`config.mk`:
```
export PLATFORM = sky130hd
export DESIGN_NAME = compare_skip_branch_unit
export DESIGN_NICKNAME = d
export VERILOG_FILES = /design/src/hw/csb_pkg.sv /design/src/hw/compare_skip_branch_unit.sv /design/src/hw/flag_sub8.sv
export SDC_FILE = /design/constraint.sdc
export NUM_CORES = 1
export LEC_CHECK = 0
export BUFFER_PORTS_ARGS = -buffer_cell sky130_fd_sc_hd__buf_2
export CORE_MARGIN = 4
export CORE_UTILIZATION = 35
export DETAILED_ROUTE_END_ITERATION = 8
export PLACE_DENSITY = 0.69
export SLEW_MARGIN = 25
export SYNTH_ARGS = -nofsm -noshare
export SYNTH_HDL_FRONTEND = slang
export SYNTH_SLANG_ARGS = --single-unit
```
`constraint.sdc`:
```
create_clock -name clock_i -period 3.35 [get_ports clock_i]
set_input_delay 0.335 -clock clock_i [delete_from_list [all_inputs] [get_ports clock_i]]
set_output_delay 0.335 -clock clock_i [all_outputs]
set_load 0.01 [all_outputs]
```
`src/hw/csb_pkg.sv`:
```
// Shared constants, opcodes and states for the compare, skip and branch unit
package csb_pkg;

  localparam int DATA_W = 8;
  localparam int NIB_W  = 4;
  localparam int PC_W   = 16;
  localparam int OFF_W  = 7;
  localparam int BIT_W  = 3;

  // Status flag bit positions
  localparam logic [BIT_W-1:0] FLAG_C = 3'h0;
  localparam logic [BIT_W-1:0] FLAG_Z = 3'h1;
  localparam logic [BIT_W-1:0] FLAG_N = 3'h2;
  localparam logic [BIT_W-1:0] FLAG_V = 3'h3;
  localparam logic [BIT_W-1:0] FLAG_S = 3'h4;
  localparam logic [BIT_W-1:0] FLAG_H = 3'h5;
  localparam logic [BIT_W-1:0] FLAG_T = 3'h6;
  localparam logic [BIT_W-1:0] FLAG_I = 3'h7;

  localparam logic [PC_W-1:0]   PC_STEP_ONE   = 16'h0001;
  localparam logic [PC_W-1:0]   PC_STEP_SKIP1 = 16'h0002;
  localparam logic [PC_W-1:0]   PC_STEP_SKIP2 = 16'h0003;
  localparam logic [PC_W-1:0]   PC_RESET      = 16'h0000;
  localparam logic [DATA_W-1:0] FLAGS_RESET   = 8'h00;
  localparam logic [DATA_W-1:0] DATA_ZERO     = 8'h00;

  // Extra cycles beyond the first
  localparam logic [1:0] EXTRA_NONE = 2'h0;
  localparam logic [1:0] EXTRA_ONE  = 2'h1;
  localparam logic [1:0] EXTRA_TWO  = 2'h2;

  typedef enum logic [4:0] {
    op_nop                 = 5'h00,
    op_compare_registers   = 5'h01,
    op_compare_with_carry_in = 5'h02,
    op_compare_immediate   = 5'h03,
    op_skip_reg_bit_clear  = 5'h04,
    op_skip_reg_bit_set    = 5'h05,
    op_skip_io_bit_clear   = 5'h06,
    op_skip_io_bit_set     = 5'h07,
    op_branch_flag_set     = 5'h08,
    op_branch_flag_clear   = 5'h09,
    op_branch_equal        = 5'h0A,
    op_branch_not_equal    = 5'h0B,
    op_branch_carry_set    = 5'h0C,
    op_branch_carry_clear  = 5'h0D,
    op_branch_same_higher  = 5'h0E,
    op_branch_lower        = 5'h0F,
    op_branch_minus        = 5'h10,
    op_branch_plus         = 5'h11,
    op_branch_signed_ge    = 5'h12,
    op_branch_signed_lt    = 5'h13,
    op_branch_halfcarry_set   = 5'h14,
    op_branch_halfcarry_clear = 5'h15,
    op_branch_tflag_set    = 5'h16,
    op_branch_tflag_clear  = 5'h17,
    op_branch_overflow_set   = 5'h18,
    op_branch_overflow_clear = 5'h19,
    op_branch_irq_enabled  = 5'h1A,
    op_branch_irq_disabled = 5'h1B
  } op_t;

  typedef enum logic [1:0] {
    st_idle  = 2'b00,
    st_wait1 = 2'b01,
    st_wait2 = 2'b11
  } state_t;

endpackage

```
`src/hw/compare_skip_branch_unit.sv`:
```
// Compare, conditional skip and conditional branch execution unit
`timescale 1ns/100ps

// Notes on behaviour
// - Compares subtract register, register plus carry, or constant; set Z,N,V,C,H; one cycle.
// - Register-bit skips test one register bit; skip moves PC 2 or 3; 1-3 cycles.
// - I/O-bit skips test one I/O bit; flags untouched; 1, 2 or 3 cycles.
// - Generic branches test status bit chosen by operand; taken gives PC plus offset plus one.
// - Equal branches on Z set, not-equal on Z clear; one or two cycles.
// - Carry branches on C set or C clear; one or two cycles.
// - Same-or-higher acts as carry clear, lower acts as carry set.
// - Minus branches on N set, plus on N clear; one or two cycles.
// - Signed greater-or-equal when N xor V is zero, less-than when one.
// - Half-carry branches on H set or H clear; one or two cycles.
// - T-flag branches on T set or T clear; no flags modified.
// - Overflow branches on V set or V clear; one or two cycles.
// - Interrupt-state branches on I set or I clear; one or two cycles.
module compare_skip_branch_unit (
  input  wire logic                        clock_i,
  input  wire logic                        rst_n_i,
  input  wire logic                        start_i,
  input  wire logic [4:0]                  op_i,
  input  wire logic [csb_pkg::DATA_W-1:0]  operand_a_i,
  input  wire logic [csb_pkg::DATA_W-1:0]  operand_b_i,
  input  wire logic [csb_pkg::DATA_W-1:0]  io_data_i,
  input  wire logic [csb_pkg::BIT_W-1:0]   bit_sel_i,
  input  wire logic [csb_pkg::OFF_W-1:0]   offset_i,
  input  wire logic [csb_pkg::PC_W-1:0]    pc_i,
  input  wire logic                        next_two_word_i,
  input  wire logic [csb_pkg::DATA_W-1:0]  status_flags_i,
  output logic                             busy_o,
  output logic                             done_o,
  output logic                             taken_o,
  output logic [csb_pkg::PC_W-1:0]         pc_next_o,
  output logic [csb_pkg::DATA_W-1:0]       status_flags_o,
  output logic                             flags_we_o
);

  // Branch condition for every branch opcode; other codes never branch
  function automatic logic branch_cond(input logic [4:0] op,
                                       input logic [csb_pkg::DATA_W-1:0] f,
                                       input logic [csb_pkg::BIT_W-1:0] sel);
    logic c;
    c = 1'b0;
    unique case (op)
      csb_pkg::op_branch_flag_set:        c = f[sel];
      csb_pkg::op_branch_flag_clear:      c = ~f[sel];
      csb_pkg::op_branch_equal:           c = f[csb_pkg::FLAG_Z];
      csb_pkg::op_branch_not_equal:       c = ~f[csb_pkg::FLAG_Z];
      csb_pkg::op_branch_carry_set:       c = f[csb_pkg::FLAG_C];
      csb_pkg::op_branch_carry_clear:     c = ~f[csb_pkg::FLAG_C];
      csb_pkg::op_branch_lower:           c = f[csb_pkg::FLAG_C];
      csb_pkg::op_branch_same_higher:     c = ~f[csb_pkg::FLAG_C];
      csb_pkg::op_branch_minus:           c = f[csb_pkg::FLAG_N];
      csb_pkg::op_branch_plus:            c = ~f[csb_pkg::FLAG_N];
      csb_pkg::op_branch_signed_ge:       c = ~(f[csb_pkg::FLAG_N] ^ f[csb_pkg::FLAG_V]);
      csb_pkg::op_branch_signed_lt:       c = f[csb_pkg::FLAG_N] ^ f[csb_pkg::FLAG_V];
      csb_pkg::op_branch_halfcarry_set:   c = f[csb_pkg::FLAG_H];
      csb_pkg::op_branch_halfcarry_clear: c = ~f[csb_pkg::FLAG_H];
      csb_pkg::op_branch_tflag_set:       c = f[csb_pkg::FLAG_T];
      csb_pkg::op_branch_tflag_clear:     c = ~f[csb_pkg::FLAG_T];
      csb_pkg::op_branch_overflow_set:    c = f[csb_pkg::FLAG_V];
      csb_pkg::op_branch_overflow_clear:  c = ~f[csb_pkg::FLAG_V];
      csb_pkg::op_branch_irq_enabled:     c = f[csb_pkg::FLAG_I];
      csb_pkg::op_branch_irq_disabled:    c = ~f[csb_pkg::FLAG_I];
      default:                            c = 1'b0;
    endcase
    return c;
  endfunction

  csb_pkg::state_t                 state_q;
  csb_pkg::state_t                 state_d;
  logic                            busy_q;
  logic                            done_q;
  logic                            taken_q;
  logic [csb_pkg::PC_W-1:0]        pc_next_q;
  logic [csb_pkg::DATA_W-1:0]      flags_q;
  logic                            flags_we_q;

  logic                            accept_w;
  logic                            is_cmp_w;
  logic                            is_skip_reg_w;
  logic                            is_skip_io_w;
  logic                            is_skip_w;
  logic                            is_branch_w;
  logic                            want_set_w;
  logic                            test_bit_w;
  logic                            skip_w;
  logic                            branch_w;
  logic                            borrow_w;
  logic [csb_pkg::DATA_W-1:0]      subtrahend_w;
  logic [csb_pkg::DATA_W-1:0]      diff_w;
  logic                            c_w;
  logic                            h_w;
  logic                            v_w;
  logic                            n_w;
  logic                            z_w;
  logic [csb_pkg::DATA_W-1:0]      cmp_flags_w;
  logic [csb_pkg::PC_W-1:0]        offset_ext_w;
  logic [csb_pkg::PC_W-1:0]        skip_step_w;
  logic [csb_pkg::PC_W-1:0]        pc_calc_w;
  logic [csb_pkg::PC_W-1:0]        branch_target_w;
  logic [csb_pkg::PC_W-1:0]        skip_target_w;
  logic [csb_pkg::PC_W-1:0]        seq_target_w;
  logic [1:0]                      skip_extra_w;
  logic                            busy_d;
  logic                            done_d;
  logic [1:0]                      extra_w;

  assign accept_w = start_i & (state_q == csb_pkg::st_idle);

  // Opcode class decode
  assign is_cmp_w      = (op_i == csb_pkg::op_compare_registers) |
                         (op_i == csb_pkg::op_compare_with_carry_in) |
                         (op_i == csb_pkg::op_compare_immediate);
  assign is_skip_reg_w = (op_i == csb_pkg::op_skip_reg_bit_clear) | (op_i == csb_pkg::op_skip_reg_bit_set);
  assign is_skip_io_w  = (op_i == csb_pkg::op_skip_io_bit_clear) | (op_i == csb_pkg::op_skip_io_bit_set);
  assign is_skip_w     = is_skip_reg_w | is_skip_io_w;
  assign is_branch_w   = (op_i >= csb_pkg::op_branch_flag_set) & (op_i <= csb_pkg::op_branch_irq_disabled);

  // Compare operand: immediate arrives on operand_b as well, no borrow
  assign borrow_w     = (op_i == csb_pkg::op_compare_with_carry_in) & status_flags_i[csb_pkg::FLAG_C];
  assign subtrahend_w = operand_b_i;

  flag_sub8 u_sub (
    .minuend_i    (operand_a_i),
    .subtrahend_i (subtrahend_w),
    .borrow_i     (borrow_w),
    .diff_o       (diff_w),
    .carry_o      (c_w),
    .half_o       (h_w),
    .overflow_o   (v_w),
    .negative_o   (n_w),
    .zero_o       (z_w)
  );

  // Difference is dropped; only the five flags change, S and the rest pass through
  always_comb begin
    cmp_flags_w                  = status_flags_i;
    cmp_flags_w[csb_pkg::FLAG_C] = c_w;
    cmp_flags_w[csb_pkg::FLAG_Z] = z_w;
    cmp_flags_w[csb_pkg::FLAG_N] = n_w;
    cmp_flags_w[csb_pkg::FLAG_V] = v_w;
    cmp_flags_w[csb_pkg::FLAG_H] = h_w;
  end

  // Skip test selects register or I/O bit
  assign want_set_w = (op_i == csb_pkg::op_skip_reg_bit_set) | (op_i == csb_pkg::op_skip_io_bit_set);
  assign test_bit_w = is_skip_io_w ? io_data_i[bit_sel_i] : operand_a_i[bit_sel_i];
  assign skip_w     = is_skip_w & (test_bit_w == want_set_w);
  assign branch_w   = is_branch_w & branch_cond(op_i, status_flags_i, bit_sel_i);

  // Signed word displacement, sign-extended to the PC width
  assign offset_ext_w = {{(csb_pkg::PC_W-csb_pkg::OFF_W){offset_i[csb_pkg::OFF_W-1]}}, offset_i};
  assign skip_step_w  = next_two_word_i ? csb_pkg::PC_STEP_SKIP2 : csb_pkg::PC_STEP_SKIP1;
  assign branch_target_w = pc_i + offset_ext_w + csb_pkg::PC_STEP_ONE;
  assign skip_target_w   = pc_i + skip_step_w;
  assign seq_target_w    = pc_i + csb_pkg::PC_STEP_ONE;
  // Wraps at the top of the word space, like the core counter
  assign pc_calc_w       = branch_w ? branch_target_w :
                           skip_w   ? skip_target_w   :
                                      seq_target_w;

  // Untaken and compares finish at once; taken branch one more, skip one or two more
  assign skip_extra_w = next_two_word_i ? csb_pkg::EXTRA_TWO : csb_pkg::EXTRA_ONE;
  assign extra_w      = branch_w ? csb_pkg::EXTRA_ONE :
                        skip_w   ? skip_extra_w :
                                   csb_pkg::EXTRA_NONE;

  always_comb begin
    state_d = state_q;
    unique case (state_q)
      csb_pkg::st_idle: begin
        if (accept_w && extra_w == csb_pkg::EXTRA_TWO) begin
          state_d = csb_pkg::st_wait2;
        end else if (accept_w && extra_w == csb_pkg::EXTRA_ONE) begin
          state_d = csb_pkg::st_wait1;
        end
      end
      csb_pkg::st_wait2: state_d = csb_pkg::st_wait1;
      csb_pkg::st_wait1: state_d = csb_pkg::st_idle;
      default:           state_d = csb_pkg::st_idle;
    endcase
  end

  // Busy mirrors the wait states; done marks the last cycle of each accepted instruction
  assign busy_d = (state_d != csb_pkg::st_idle);
  assign done_d = (accept_w && extra_w == csb_pkg::EXTRA_NONE) || (state_q == csb_pkg::st_wait1);

  always_ff @(posedge clock_i or negedge rst_n_i) begin
    if (!rst_n_i) begin
      state_q <= csb_pkg::st_idle;
      busy_q  <= 1'b0;
      done_q  <= 1'b0;
    end else begin
      state_q <= state_d;
      busy_q  <= busy_d;
      done_q  <= done_d;
    end
  end

  // Results are latched on every accepted start; flags written only by compares
  always_ff @(posedge clock_i or negedge rst_n_i) begin
    if (!rst_n_i) begin
      taken_q    <= 1'b0;
      pc_next_q  <= csb_pkg::PC_RESET;
      flags_q    <= csb_pkg::FLAGS_RESET;
      flags_we_q <= 1'b0;
    end else begin
      flags_we_q <= accept_w & is_cmp_w;
      if (accept_w) begin
        taken_q   <= branch_w | skip_w;
        pc_next_q <= pc_calc_w;
        flags_q   <= is_cmp_w ? cmp_flags_w : status_flags_i;
      end
    end
  end

  assign busy_o         = busy_q;
  assign done_o         = done_q;
  assign taken_o        = taken_q;
  assign pc_next_o      = pc_next_q;
  assign status_flags_o = flags_q;
  assign flags_we_o     = flags_we_q;

endmodule // compare_skip_branch_unit

```
`src/hw/flag_sub8.sv`:
```
// Eight-bit subtractor with borrow in and full flag outputs
`timescale 1ns/100ps
module flag_sub8 (
  input  wire logic [csb_pkg::DATA_W-1:0] minuend_i,
  input  wire logic [csb_pkg::DATA_W-1:0] subtrahend_i,
  input  wire logic                       borrow_i,
  output logic      [csb_pkg::DATA_W-1:0] diff_o,
  output logic                            carry_o,
  output logic                            half_o,
  output logic                            overflow_o,
  output logic                            negative_o,
  output logic                            zero_o
);

  logic [csb_pkg::DATA_W:0] wide_w;
  logic [csb_pkg::NIB_W:0]  low_w;

  // Extra top bit catches the borrow out
  assign wide_w     = {1'b0, minuend_i} - {1'b0, subtrahend_i} - {{csb_pkg::DATA_W{1'b0}}, borrow_i};
  assign low_w      = {1'b0, minuend_i[csb_pkg::NIB_W-1:0]} - {1'b0, subtrahend_i[csb_pkg::NIB_W-1:0]} -
                      {{csb_pkg::NIB_W{1'b0}}, borrow_i};
  assign diff_o     = wide_w[csb_pkg::DATA_W-1:0];
  assign carry_o    = wide_w[csb_pkg::DATA_W];
  assign half_o     = low_w[csb_pkg::NIB_W];
  assign negative_o = diff_o[csb_pkg::DATA_W-1];
  assign zero_o     = (diff_o == csb_pkg::DATA_ZERO);
  assign overflow_o = (minuend_i[csb_pkg::DATA_W-1] & ~subtrahend_i[csb_pkg::DATA_W-1] & ~negative_o) |
                      (~minuend_i[csb_pkg::DATA_W-1] & subtrahend_i[csb_pkg::DATA_W-1] & negative_o);

endmodule // flag_sub8

```
# After elaboration in Yosys (flattened, before gate mapping)
# Index checks and enable logic that the tools add are counted.
# totals
in_bits	67
elab_cells	109
output_inout_bits	28
register_bits	30
# op_classes
add_sub_neg	8
n_reduce_logical	10
n_lt_le_gt_ge	3
eq_ne	32
mux	18
n_bitwise	31
# ops
cell	count
5-bit equality test (second input constant)	12
5-bit by 4-bit equality test with 1-bit output (second input constant)	8
16-bit by 1-bit adder with 16-bit output (second input constant)	2
16-bit 2-to-1 mux	2
5-bit by 3-bit equality test with 1-bit output (second input constant)	4
1-bit case mux with 18 select lines	1
16-bit adder	1
16-bit by 2-bit adder with 16-bit output	1
1-bit inverter	12
1-bit AND	10
5-bit by 2-bit equality test with 1-bit output (second input constant)	2
2-bit 2-to-1 mux	5
1-bit binary-select mux with 3-bit select	3
8-bit by 8-bit subtractor with 9-bit output	1
9-bit by 1-bit subtractor with 9-bit output	1
8-bit logical NOT	1
1-bit OR	8
6-bit 2-to-1 mux	1
5-bit by 1-bit equality test with 1-bit output (second input constant)	1
5-bit by 4-bit >= comparator with 1-bit output (second input constant)	1
5-bit less-or-equal comparator (second input constant)	1
1-bit 2-to-1 mux	5
4-bit by 4-bit subtractor with 5-bit output	1
5-bit by 1-bit subtractor with 5-bit output	1
11 further kinds	17

# Logic depth before layout (Yosys ltp)
# Gate-level depths: netlist (run 1).
# depth
ltp_word	13
depth_mapped	17
depth_no_buf	16

# Cells and area by module
# From an unflattened synthesis (run 1), not the netlist that was laid out.
# unflattened
cells_unflattened	393
hier_area_um2	3291.9
# modules_own_cells
module	cells_each	area_each_um2	seq_area_each_um2	instances
compare_skip_branch_unit	317	2715.1	750.7	1
flag_sub8	76	576.8	0.0	1

# Least setup slack after synthesis (run 1)
# OpenSTA, ideal clock, no wires.
# synth_timing
path_kind	input-to-reg
start	input port bit_sel_i[1] in the netlist's numbering
end	register pc_next_q, in the netlist pc_next_o[14]
slack_ps	162
arrival_ps	3069
t_required_ps	3231
path_stages	17
setup_ps	119
path_cell_list	clkbuf_1 > mux4_2 > mux2i_1 > mux2i_1 > mux2i_1 > nor2_1 > inv_1 > ha_1 > fa_1 > and4_1 > nand3_1 > nor2_1 > nand2_1 > xor2_1 > o21ai_1 > a21oi_1 > nor2_1
# synth_between
elab_chain_cells	7
word_cells_on_any_way	14
classes_between	1 x eq/ne; 10 x mux; 3 x bitwise
# synth_lines
item	line	source
start, declared	compare_skip_branch_unit.sv:26	input wire logic [csb_pkg::BIT_W-1:0] bit_sel_i,
1-bit binary-select mux with 3-bit select	compare_skip_branch_unit.sv:149	assign test_bit_w = is_skip_io_w ? io_data_i[bit_sel_i] : operand_a_i[bit_sel_i];
1-bit 2-to-1 mux (not written as such)	compare_skip_branch_unit.sv:149	
1-bit 2-to-1 mux	compare_skip_branch_unit.sv:149	
1-bit equality test	compare_skip_branch_unit.sv:150	assign skip_w = is_skip_w & (test_bit_w == want_set_w);
1-bit AND	compare_skip_branch_unit.sv:150	
16-bit 2-to-1 mux	compare_skip_branch_unit.sv:161	skip_w ? skip_target_w :
16-bit 2-to-1 mux (*)	compare_skip_branch_unit.sv:160	assign pc_calc_w = branch_w ? branch_target_w :
end signal, assigned	compare_skip_branch_unit.sv:206	pc_next_q <= csb_pkg::PC_RESET;
end signal, assigned	compare_skip_branch_unit.sv:213	pc_next_q <= pc_calc_w;
end, declared	compare_skip_branch_unit.sv:76	logic [csb_pkg::PC_W-1:0] pc_next_q;
# Mark *: on every way between the ends. The rest lies on a longest branch, timed or not. The select of a mux whose other input is x is not followed.
# A chain may end at the register's enable or synchronous reset.

# Worst setup path after layout (run 1)
# Same ends and word-level chain as after synthesis.

==> PnR_summary.wiki, run 1 <==
{| class="wikitable"
! Metric !! Value
|-
| Horizontal extent of the die || 104 microns
|-
| Power Total || 1.80 mW
|-
| Run status || finished clean
|-
| CTS sink cnt || 30
|-
| GRT overflow || 0
|-
| Final hold vios || 0
|-
| Setup Buffers After CTS || 0
|-
| Global placer's final weighted congestion || 0.891
|-
| Vias in the first global route || 3202
|-
| Sw frac || 40.8%
|-
| Num rows || 34
|-
| Final WL || 8540 microns
|-
| Count of antenna-violating nets left after detailed routing || 0
|-
| Clk_lat worst skew || 280 ps
|-
| Internal cell power || 1.06 mW
|-
| Wire per inst || 14.0 microns
|-
| TritonCTS clock tree || yes
|-
| DIE AREA || 10800 sq um
|-
| Final antenna diode count || 0
|-
| # placed instances || 603
|-
| Total CTS buffers || 5
|-
| Total of endpoints with negative setup slack in the final report || 0
|-
| Yosys reg bits || 30
|-
| Antenna violations before repair || 0
|-
| Share of the yosys chip area belonging to registers || 23.3%
|-
| Commonest cells post-synth || sky130_fd_sc_hd__nand2_1 (46), sky130_fd_sc_hd__nor2_1 (39), sky130_fd_sc_hd__inv_1 (38)
|-
| Largest area contributor in the synthesized netlist || sky130_fd_sc_hd__dfrtp_1
|-
| CTS resizes || 0
|-
| Leakage power of the design || 1.95 nW
|-
| Classification of the worst-slack hold path || input pin to asynchronous set/reset pin
|-
| Number of buffers inserted by hold repair at cts || 0
|-
| GRT Total Usage || 16.3%
|-
| Sum Neg Setup Slack || 0 ps
|-
| Number of fill cells || 888
|-
| Leading register cell type out of synthesis || sky130_fd_sc_hd__dfrtp_1
|-
| Count of synthesis-stage warnings from yosys || 0
|-
| Number of detailed-routing iterations run before antenna repair || 4
|-
| Count of nets after finishing || 608
|-
| Post-synthesis cell type count || 48
|-
| Depth of the CTS H-tree || 2
|-
| Synth Cell Area || 3220 sq um
|-
| Share of power burned in the clock network || 17.0%
|-
| Global-route wire length before repair || 14700 microns
|-
| Minimum clock period after layout || 3040 ps
|-
| Post-synthesis to final-layout area growth || 23.4%
|-
| Leading cell types by total area after synthesis || sky130_fd_sc_hd__dfrtp_1 (23%), sky130_fd_sc_hd__ha_1 (14%), sky130_fd_sc_hd__xnor2_1 (6.3%)
|-
| Category of the most critical setup path || input pin to flop
|-
| Core box area || 8850 sq um
|-
| Number of DRC markers after the initial detailed-route iteration || 96
|-
| Fraction of the cycle the final worst path needs || 90.7%
|-
| Category of the worst setup path capture point || flop
|-
| Reg2Reg Launch Point || state_q[1]
|-
| Area fraction of the dominant cell type after synthesis || 23.3%
|-
| Post-detailed-placement half-perimeter wirelength || 7150 microns
|-
| Endpoint of the worst register-to-register path || busy_o
|-
| Critical Path AT || 3210 ps
|-
| Largest buffer count on any clock path || 2
|-
| Reg2reg path depth || 6
|-
| Final instance count without filler cells || 611
|-
| Sequential power share || 33.1%
|-
| Initial Utilization || 36.3%
|-
| Highest achievable clock rate || 0.329 GHz
|-
| Post-Synthesis Cells || 402
|-
| Remaining routing DRC violations || 0
|-
| Per-cell via count in the routed design || 5.20
|-
| RSZ-0062 raised after global routing || false
|-
| Number of buffers added on ports || 94
|-
| Slack of the worst reg-to-reg path || 1500 ps
|-
| Power density over the cells || 453 nW/um^2
|-
| Post-CTS clock slew at the launch and capture registers of the worst setup and hold paths || 70 ps
|-
| Boundary pin count || 95
|-
| Ys async rst share || 100%
|-
| Largest net degree at the start of global routing || 33
|-
| Root buffer cell || sky130_fd_sc_hd__clkbuf_8
|-
| Clock Skew || 7.61 ps
|-
| Count of max-cap constraint violations || 0
|-
| Crit path launch type || input pin
|-
| Peak fanout along the critical path || 6
|-
| Number of nets in the synthesized netlist || 508
|-
| Library cell with the highest instance count after synthesis || sky130_fd_sc_hd__nand2_1
|-
| Combinational Power Share || 50.0%
|-
| Count of pins over their slew limit || 0
|-
| EDFF count, synth || 0
|-
| Switching power || 734 uW
|-
| Synthesized area divided by synthesized cell count || 8.00 sq um
|-
| Crit path required time || 3520 ps
|-
| Share of final-layout standard cells stronger than drive strength 1 || 24.9%
|-
| Tightest Pin Transition || 791 ps
|-
| Die Span Y || 104 microns
|-
| Routed via count || 3175
|-
| Relative slew slack || 47.0%
|-
| Worst IR drop on VDD || 0.181 mV
|}
metal layers:
layer,track usage [%],vias up,routed length [microns]
met5,0,-,0
met4,5.22,0,169
met3,3.04,14,471
met2,28.6,101,4050
met1,20.1,1458,3850
li1,-,1602,-
metrics by stage:
step / worst slack [ps] / utilization (%) / hold WS, ps / cell area, sq um
floorplan: 162 / - / 39.4 / 3220
CTS: 283 / 44.8 / 105 / 3970
global route: 54.2 / 44.8 / 144 / 3970
finish: 311 / 44.8 / 78.6 / 3970
global placement: 99.0 / 43.8 / 410 / 3870
detailed placement: 3.50 / 43.8 / 417 / 3870
worst max path at each step:
stage / startpoint / to / slack [ps] / depth (start not counted)
3_3_place_gp: bit_sel_i[1] / pc_next_o[13] / 100 / 16
4_1_cts: bit_sel_i[1] / pc_next_o[14] / 280 / 17
5_1_grt: bit_sel_i[1] / pc_next_o[15] / 50 / 16
3_5_place_dp: bit_sel_i[1] / pc_next_o[14] / 4 / 17
6_report: bit_sel_i[1] / pc_next_o[14] / 310 / 17
2_1_floorplan: bit_sel_i[1] / pc_next_o[14] / 160 / 17
area by class of cell:
| class | instances | area (sq um) | area share, % |
|---|---|---|---|
| multi-input combinational | 320 | 2280 | 57.4 |
| sequential | 30 | 751 | 18.9 |
| timing repair buffer | 107 | 568 | 14.3 |
| inverter | 38 | 143 | 3.60 |
| tap | 108 | 135 | 3.41 |
| clock buffer | 6 | 82.6 | 2.08 |
| clock inverter | 2 | 12.5 | 0.315 |
sequential cells by signal, summed over array words and instances, names as in the netlist:
register        count
busy_o              1
done_o              1
flags_we_o          1
pc_next_o          16
state_q             2
status_flags_o      8
taken_o             1
power groups by stage:
stage / registers (mW) / logic, mW / clock network, mW
finish: 0.594 / 0.898 / 0.305
CTS: 0.597 / 0.911 / 0.317
global route: 0.615 / 1.01 / 0.328
detailed placement: 0.602 / 0.910 / 0
floorplan: 0.656 / 0.492 / 0
global placement: 0.601 / 0.887 / 0
worst max-delay path, stage by stage:
cell and delay, ps:
sky130_fd_sc_hd__buf_2 180, sky130_fd_sc_hd__mux4_2 520, sky130_fd_sc_hd__mux2i_1 170, sky130_fd_sc_hd__mux2i_1 130, sky130_fd_sc_hd__mux2i_1 150, sky130_fd_sc_hd__nor2_1 140
sky130_fd_sc_hd__inv_1 60, sky130_fd_sc_hd__ha_1 200, sky130_fd_sc_hd__fa_1 410, sky130_fd_sc_hd__and4_1 210, sky130_fd_sc_hd__nand3_1 120, sky130_fd_sc_hd__nor2_1 70
sky130_fd_sc_hd__nand2_1 70, sky130_fd_sc_hd__xor2_1 150, sky130_fd_sc_hd__o21ai_1 70, sky130_fd_sc_hd__a21oi_1 150, sky130_fd_sc_hd__nor2_1 60
cell usage in the layout, fill, tap and decap left out, types with 4 or more instances in the layout:
master / n
sky130_fd_sc_hd__o21ai_1: 16
sky130_fd_sc_hd__inv_1: 38
sky130_fd_sc_hd__nand3_1: 14
sky130_fd_sc_hd__a31oi_1: 5
sky130_fd_sc_hd__dfrtp_1: 30
sky130_fd_sc_hd__xor2_1: 14
sky130_fd_sc_hd__nand4_1: 5
sky130_fd_sc_hd__nor3_1: 5
sky130_fd_sc_hd__o21ai_0: 16
sky130_fd_sc_hd__buf_4: 13
sky130_fd_sc_hd__mux2i_1: 10
sky130_fd_sc_hd__ha_1: 35
sky130_fd_sc_hd__nand2_1: 46
sky130_fd_sc_hd__nand2b_1: 7
sky130_fd_sc_hd__clkbuf_8: 6
sky130_fd_sc_hd__fa_1: 4
sky130_fd_sc_hd__nor2_1: 39
sky130_fd_sc_hd__buf_2: 94
sky130_fd_sc_hd__and3_1: 4
sky130_fd_sc_hd__a21oi_1: 29
sky130_fd_sc_hd__xnor2_1: 23
sky130_fd_sc_hd__mux4_2: 6
cell families after synthesis:
| logic type | after synthesis | share of synthesized area, % |
|---|---|---|
| mux | 17 | 7.67 |
| compound gates | 91 | 17.0 |
| buf+inv | 52 | 6.42 |
| xor+xnor | 37 | 10.1 |
| simple gates | 136 | 19.3 |
| fa+ha+maj | 39 | 16.1 |
| flops | 30 | 23.3 |
No activity file was read; power rests on OpenSTA's default activity.
==> inputs of run 2 (changes only) <==
- CORE_UTILIZATION: 35 -> 25
- PLACE_DENSITY: 0.69 -> 0.56
==> run 2 against run 1 <==
  * First-iteration DRC count up 53%
  * Combinational power up 2.3%
  * Flip-flop and latch count unchanged
  * Die area up 37%
  * Clock power up 64%
  * Register-to-register slack worse by 160 ps
  * Routed wire length up 8.7%
  * Critical path depth unchanged
  * Fmax up 0.30%
  * Sequential power up 1%
  * Global-route usage down 3.8 points
  * Count of clock-buffer cells in the layout up 1
==> PnR_summary.wiki, run 2 (synthesis results as in run 1) <==
{| class="wikitable"
! Metric !! Value
|-
| Remaining routing DRC violations || 0
|-
| Crit path launch || bit_sel_i[1]
|-
| Peak fanout along the critical path || 4
|-
| Number of fill cells || 1388
|-
| Die Span Y || 121 microns
|-
| Share of final-layout standard cells stronger than drive strength 1 || 25.7%
|-
| CTS sink cnt || 30
|-
| Crit path launch type || input pin
|-
| Worst Setup Slack post-DPL || -3.89 ps
|-
| Setup Buffers After CTS || 0
|-
| Critical-path cell list || buf_2, mux4_2, mux2i_1, mux2i_1, mux2i_2, nor2_1, inv_1, ha_1, fa_1, and4_1, nand3_1, nor2_1, nand2_1, xor2_1, o21ai_1, a21oi_1, nor2_1
|-
| Final antenna diode count || 0
|-
| Crit-path max cell delay || 520 ps
|-
| Total of endpoints with negative setup slack in the final report || 0
|-
| Fraction of the cycle the final worst path needs || 90.5%
|-
| Largest net degree at the start of global routing || 32
|-
| Final hold vios || 0
|-
| Post-CTS clock slew at the launch and capture registers of the worst setup and hold paths || 50 ps
|-
| Sequential standard cell area || 751 sq um
|-
| Power Total || 2.02 mW
|-
| Number of gates on the worst path with buffers counted || 17
|-
| DIE AREA || 14700 sq um
|-
| Global placer's final weighted congestion || 0.829
|-
| Endpoint of the worst register-to-register path || busy_o
|-
| Critical Path AT || 3190 ps
|-
| Clk_lat worst skew || 270 ps
|-
| # placed instances || 674
|-
| RSZ-0062 raised after global routing || false
|-
| Root buffer cell || sky130_fd_sc_hd__clkbuf_16
|-
| Count of nets after finishing || 615
|-
| Post-detailed-placement half-perimeter wirelength || 7980 microns
|-
| Slack of the worst reg-to-reg path || 1340 ps
|-
| Most frequent standard cell in the layout excluding fill and tap cells || sky130_fd_sc_hd__buf_2
|-
| GRT Total Usage || 12.5%
|-
| Number of DRC markers after the initial detailed-route iteration || 147
|-
| Tightest Pin Transition || 677 ps
|-
| Master of the slowest instance on the critical path || sky130_fd_sc_hd__mux4_2
|-
| Global-route wire length before repair || 15000 microns
|-
| Reg2reg path depth || 6
|-
| Reg2Reg Launch Point || state_q[1]
|-
| Category of the worst setup path capture point || flop
|-
| Relative slew slack || 54.9%
|-
| Initial Utilization || 25.5%
|-
| Boundary pin count || 95
|-
| Combinational Power Share || 45.5%
|-
| Clock Skew || 6.97 ps
|-
| Category of the most critical setup path || input pin to flop
|-
| Cell mode on critical path || sky130_fd_sc_hd__nor2_1
|-
| Wire per inst || 13.6 microns
|-
| Number of buffers added on ports || 94
|-
| Depth of the CTS H-tree || 2
|-
| Routed via count || 3146
|-
| Leakage power of the design || 2.01 nW
|-
| Run status || finished clean
|-
| Count of antenna-violating nets left after detailed routing || 0
|-
| Core box area || 12600 sq um
|-
| Final WL || 9280 microns
|-
| Classification of the worst-slack hold path || input pin to asynchronous set/reset pin
|-
| Internal cell power || 1.26 mW
|-
| Most frequent cells in the layout || sky130_fd_sc_hd__buf_2 (94), sky130_fd_sc_hd__nand2_1 (46), sky130_fd_sc_hd__nor2_1 (39)
|-
| Total CTS buffers || 5
|-
| Worst Setup EP || pc_next_o[14]
|-
| Multi-input gate area in the final layout || 2280 sq um
|-
| Horizontal extent of the die || 121 microns
|-
| Minimum clock period after layout || 3030 ps
|-
| Num rows || 41
|-
| Power density over the cells || 484 nW/um^2
|-
| Post-synthesis to final-layout area growth || 29.7%
|-
| Count of max-cap constraint violations || 0
|-
| Crit path required time || 3510 ps
|-
| Buffers & Inverters on Critical Path || 2
|-
| Worst IR drop on VDD || 0.194 mV
|-
| Vias in the first global route || 3175
|-
| Critical path's top delay family || multiplexers
|-
| Antenna violations before repair || 0
|-
| Final critical-path setup slack || 320 ps
|-
| Sw frac || 37.7%
|-
| Number of detailed-routing iterations run before antenna repair || 4
|-
| Number of flip-flops in the largest register || 16
|-
| TritonCTS clock tree || yes
|-
| Largest buffer count on any clock path || 2
|-
| Final instance count without filler cells || 682
|-
| Count of pins over their slew limit || 0
|-
| Sequential power share || 29.7%
|-
| Switching power || 761 uW
|-
| GRT overflow || 0
|-
| Highest achievable clock rate || 0.330 GHz
|-
| Per-cell via count in the routed design || 4.61
|-
| Share of power burned in the clock network || 24.7%
|}
==> run 2: cell types whose count changed in the layout (fill, tap and decap cells not counted), sizes merged <==
cell,before,now
buf,107,114
bufinv,0,1
clkbuf,6,7
clkinv,1,0
clkinvlp,1,0
==> run 2: power by group through the flow <==
stage	Sequential (mW)	Combinational (mW)	Clock, mW
after detailed placement	0.610	0.934	0
after global placement	0.603	0.915	0
after global routing	0.618	1.04	0.528
after CTS	0.605	0.937	0.512
after floorplan	0.656	0.492	0
final	0.601	0.919	0.499
==> run 2: cell type report <==
cell class,count,share of cell area (%)
Multi-Input combinational cell,320,54.6
Inverter,38,3.42
Sequential cell,30,18.0
Clock buffer,7,3.18
Timing Repair Buffer,114,14.9
Tap cell,172,5.16
Clock inverter,1,0.720
==> run 2: repair_timing <==
item | in CTS | in global routing
resized for setup | 0 | 1
endpoints found under the setup margin | 0 | 1
hold buffers | 0 | 0
==> run 2: per-stage QoR <==
step / hold slack (ps) / area [sq um] / utilization, % / setup TNS (ps)
2_1_floorplan: 39.4 / 3220 / - / 0
3_3_place_gp: 409 / 4010 / 31.7 / 0
3_5_place_dp: 416 / 4010 / 31.7 / -3.89
4_1_cts: 124 / 4170 / 33.0 / 0
5_1_grt: 175 / 4170 / 33.1 / 0
6_report: 99.7 / 4170 / 33.1 / 0
==> run 2: worst min-delay path by stage <==
| stage | endpoint | cells after the start |
|---|---|---|
| after global routing | status_flags_o[6] | 1 |
| after CTS | status_flags_o[6] | 1 |
| final | status_flags_o[4] | 1 |
| after floorplan | busy_o | 0 |
| after global placement | status_flags_o[6] | 1 |
| after detailed placement | status_flags_o[6] | 1 |
==> run 2: metal layers <==
metal | up-vias | track usage (%) | share of wire (%)
li1 | 1614 | - | -
met1 | 1428 | 15.9 | 44
met2 | 95 | 22.2 | 47
met3 | 9 | 1.96 | 7.3
met4 | 0 | 2.94 | 1.3
met5 | - | 0 | 0
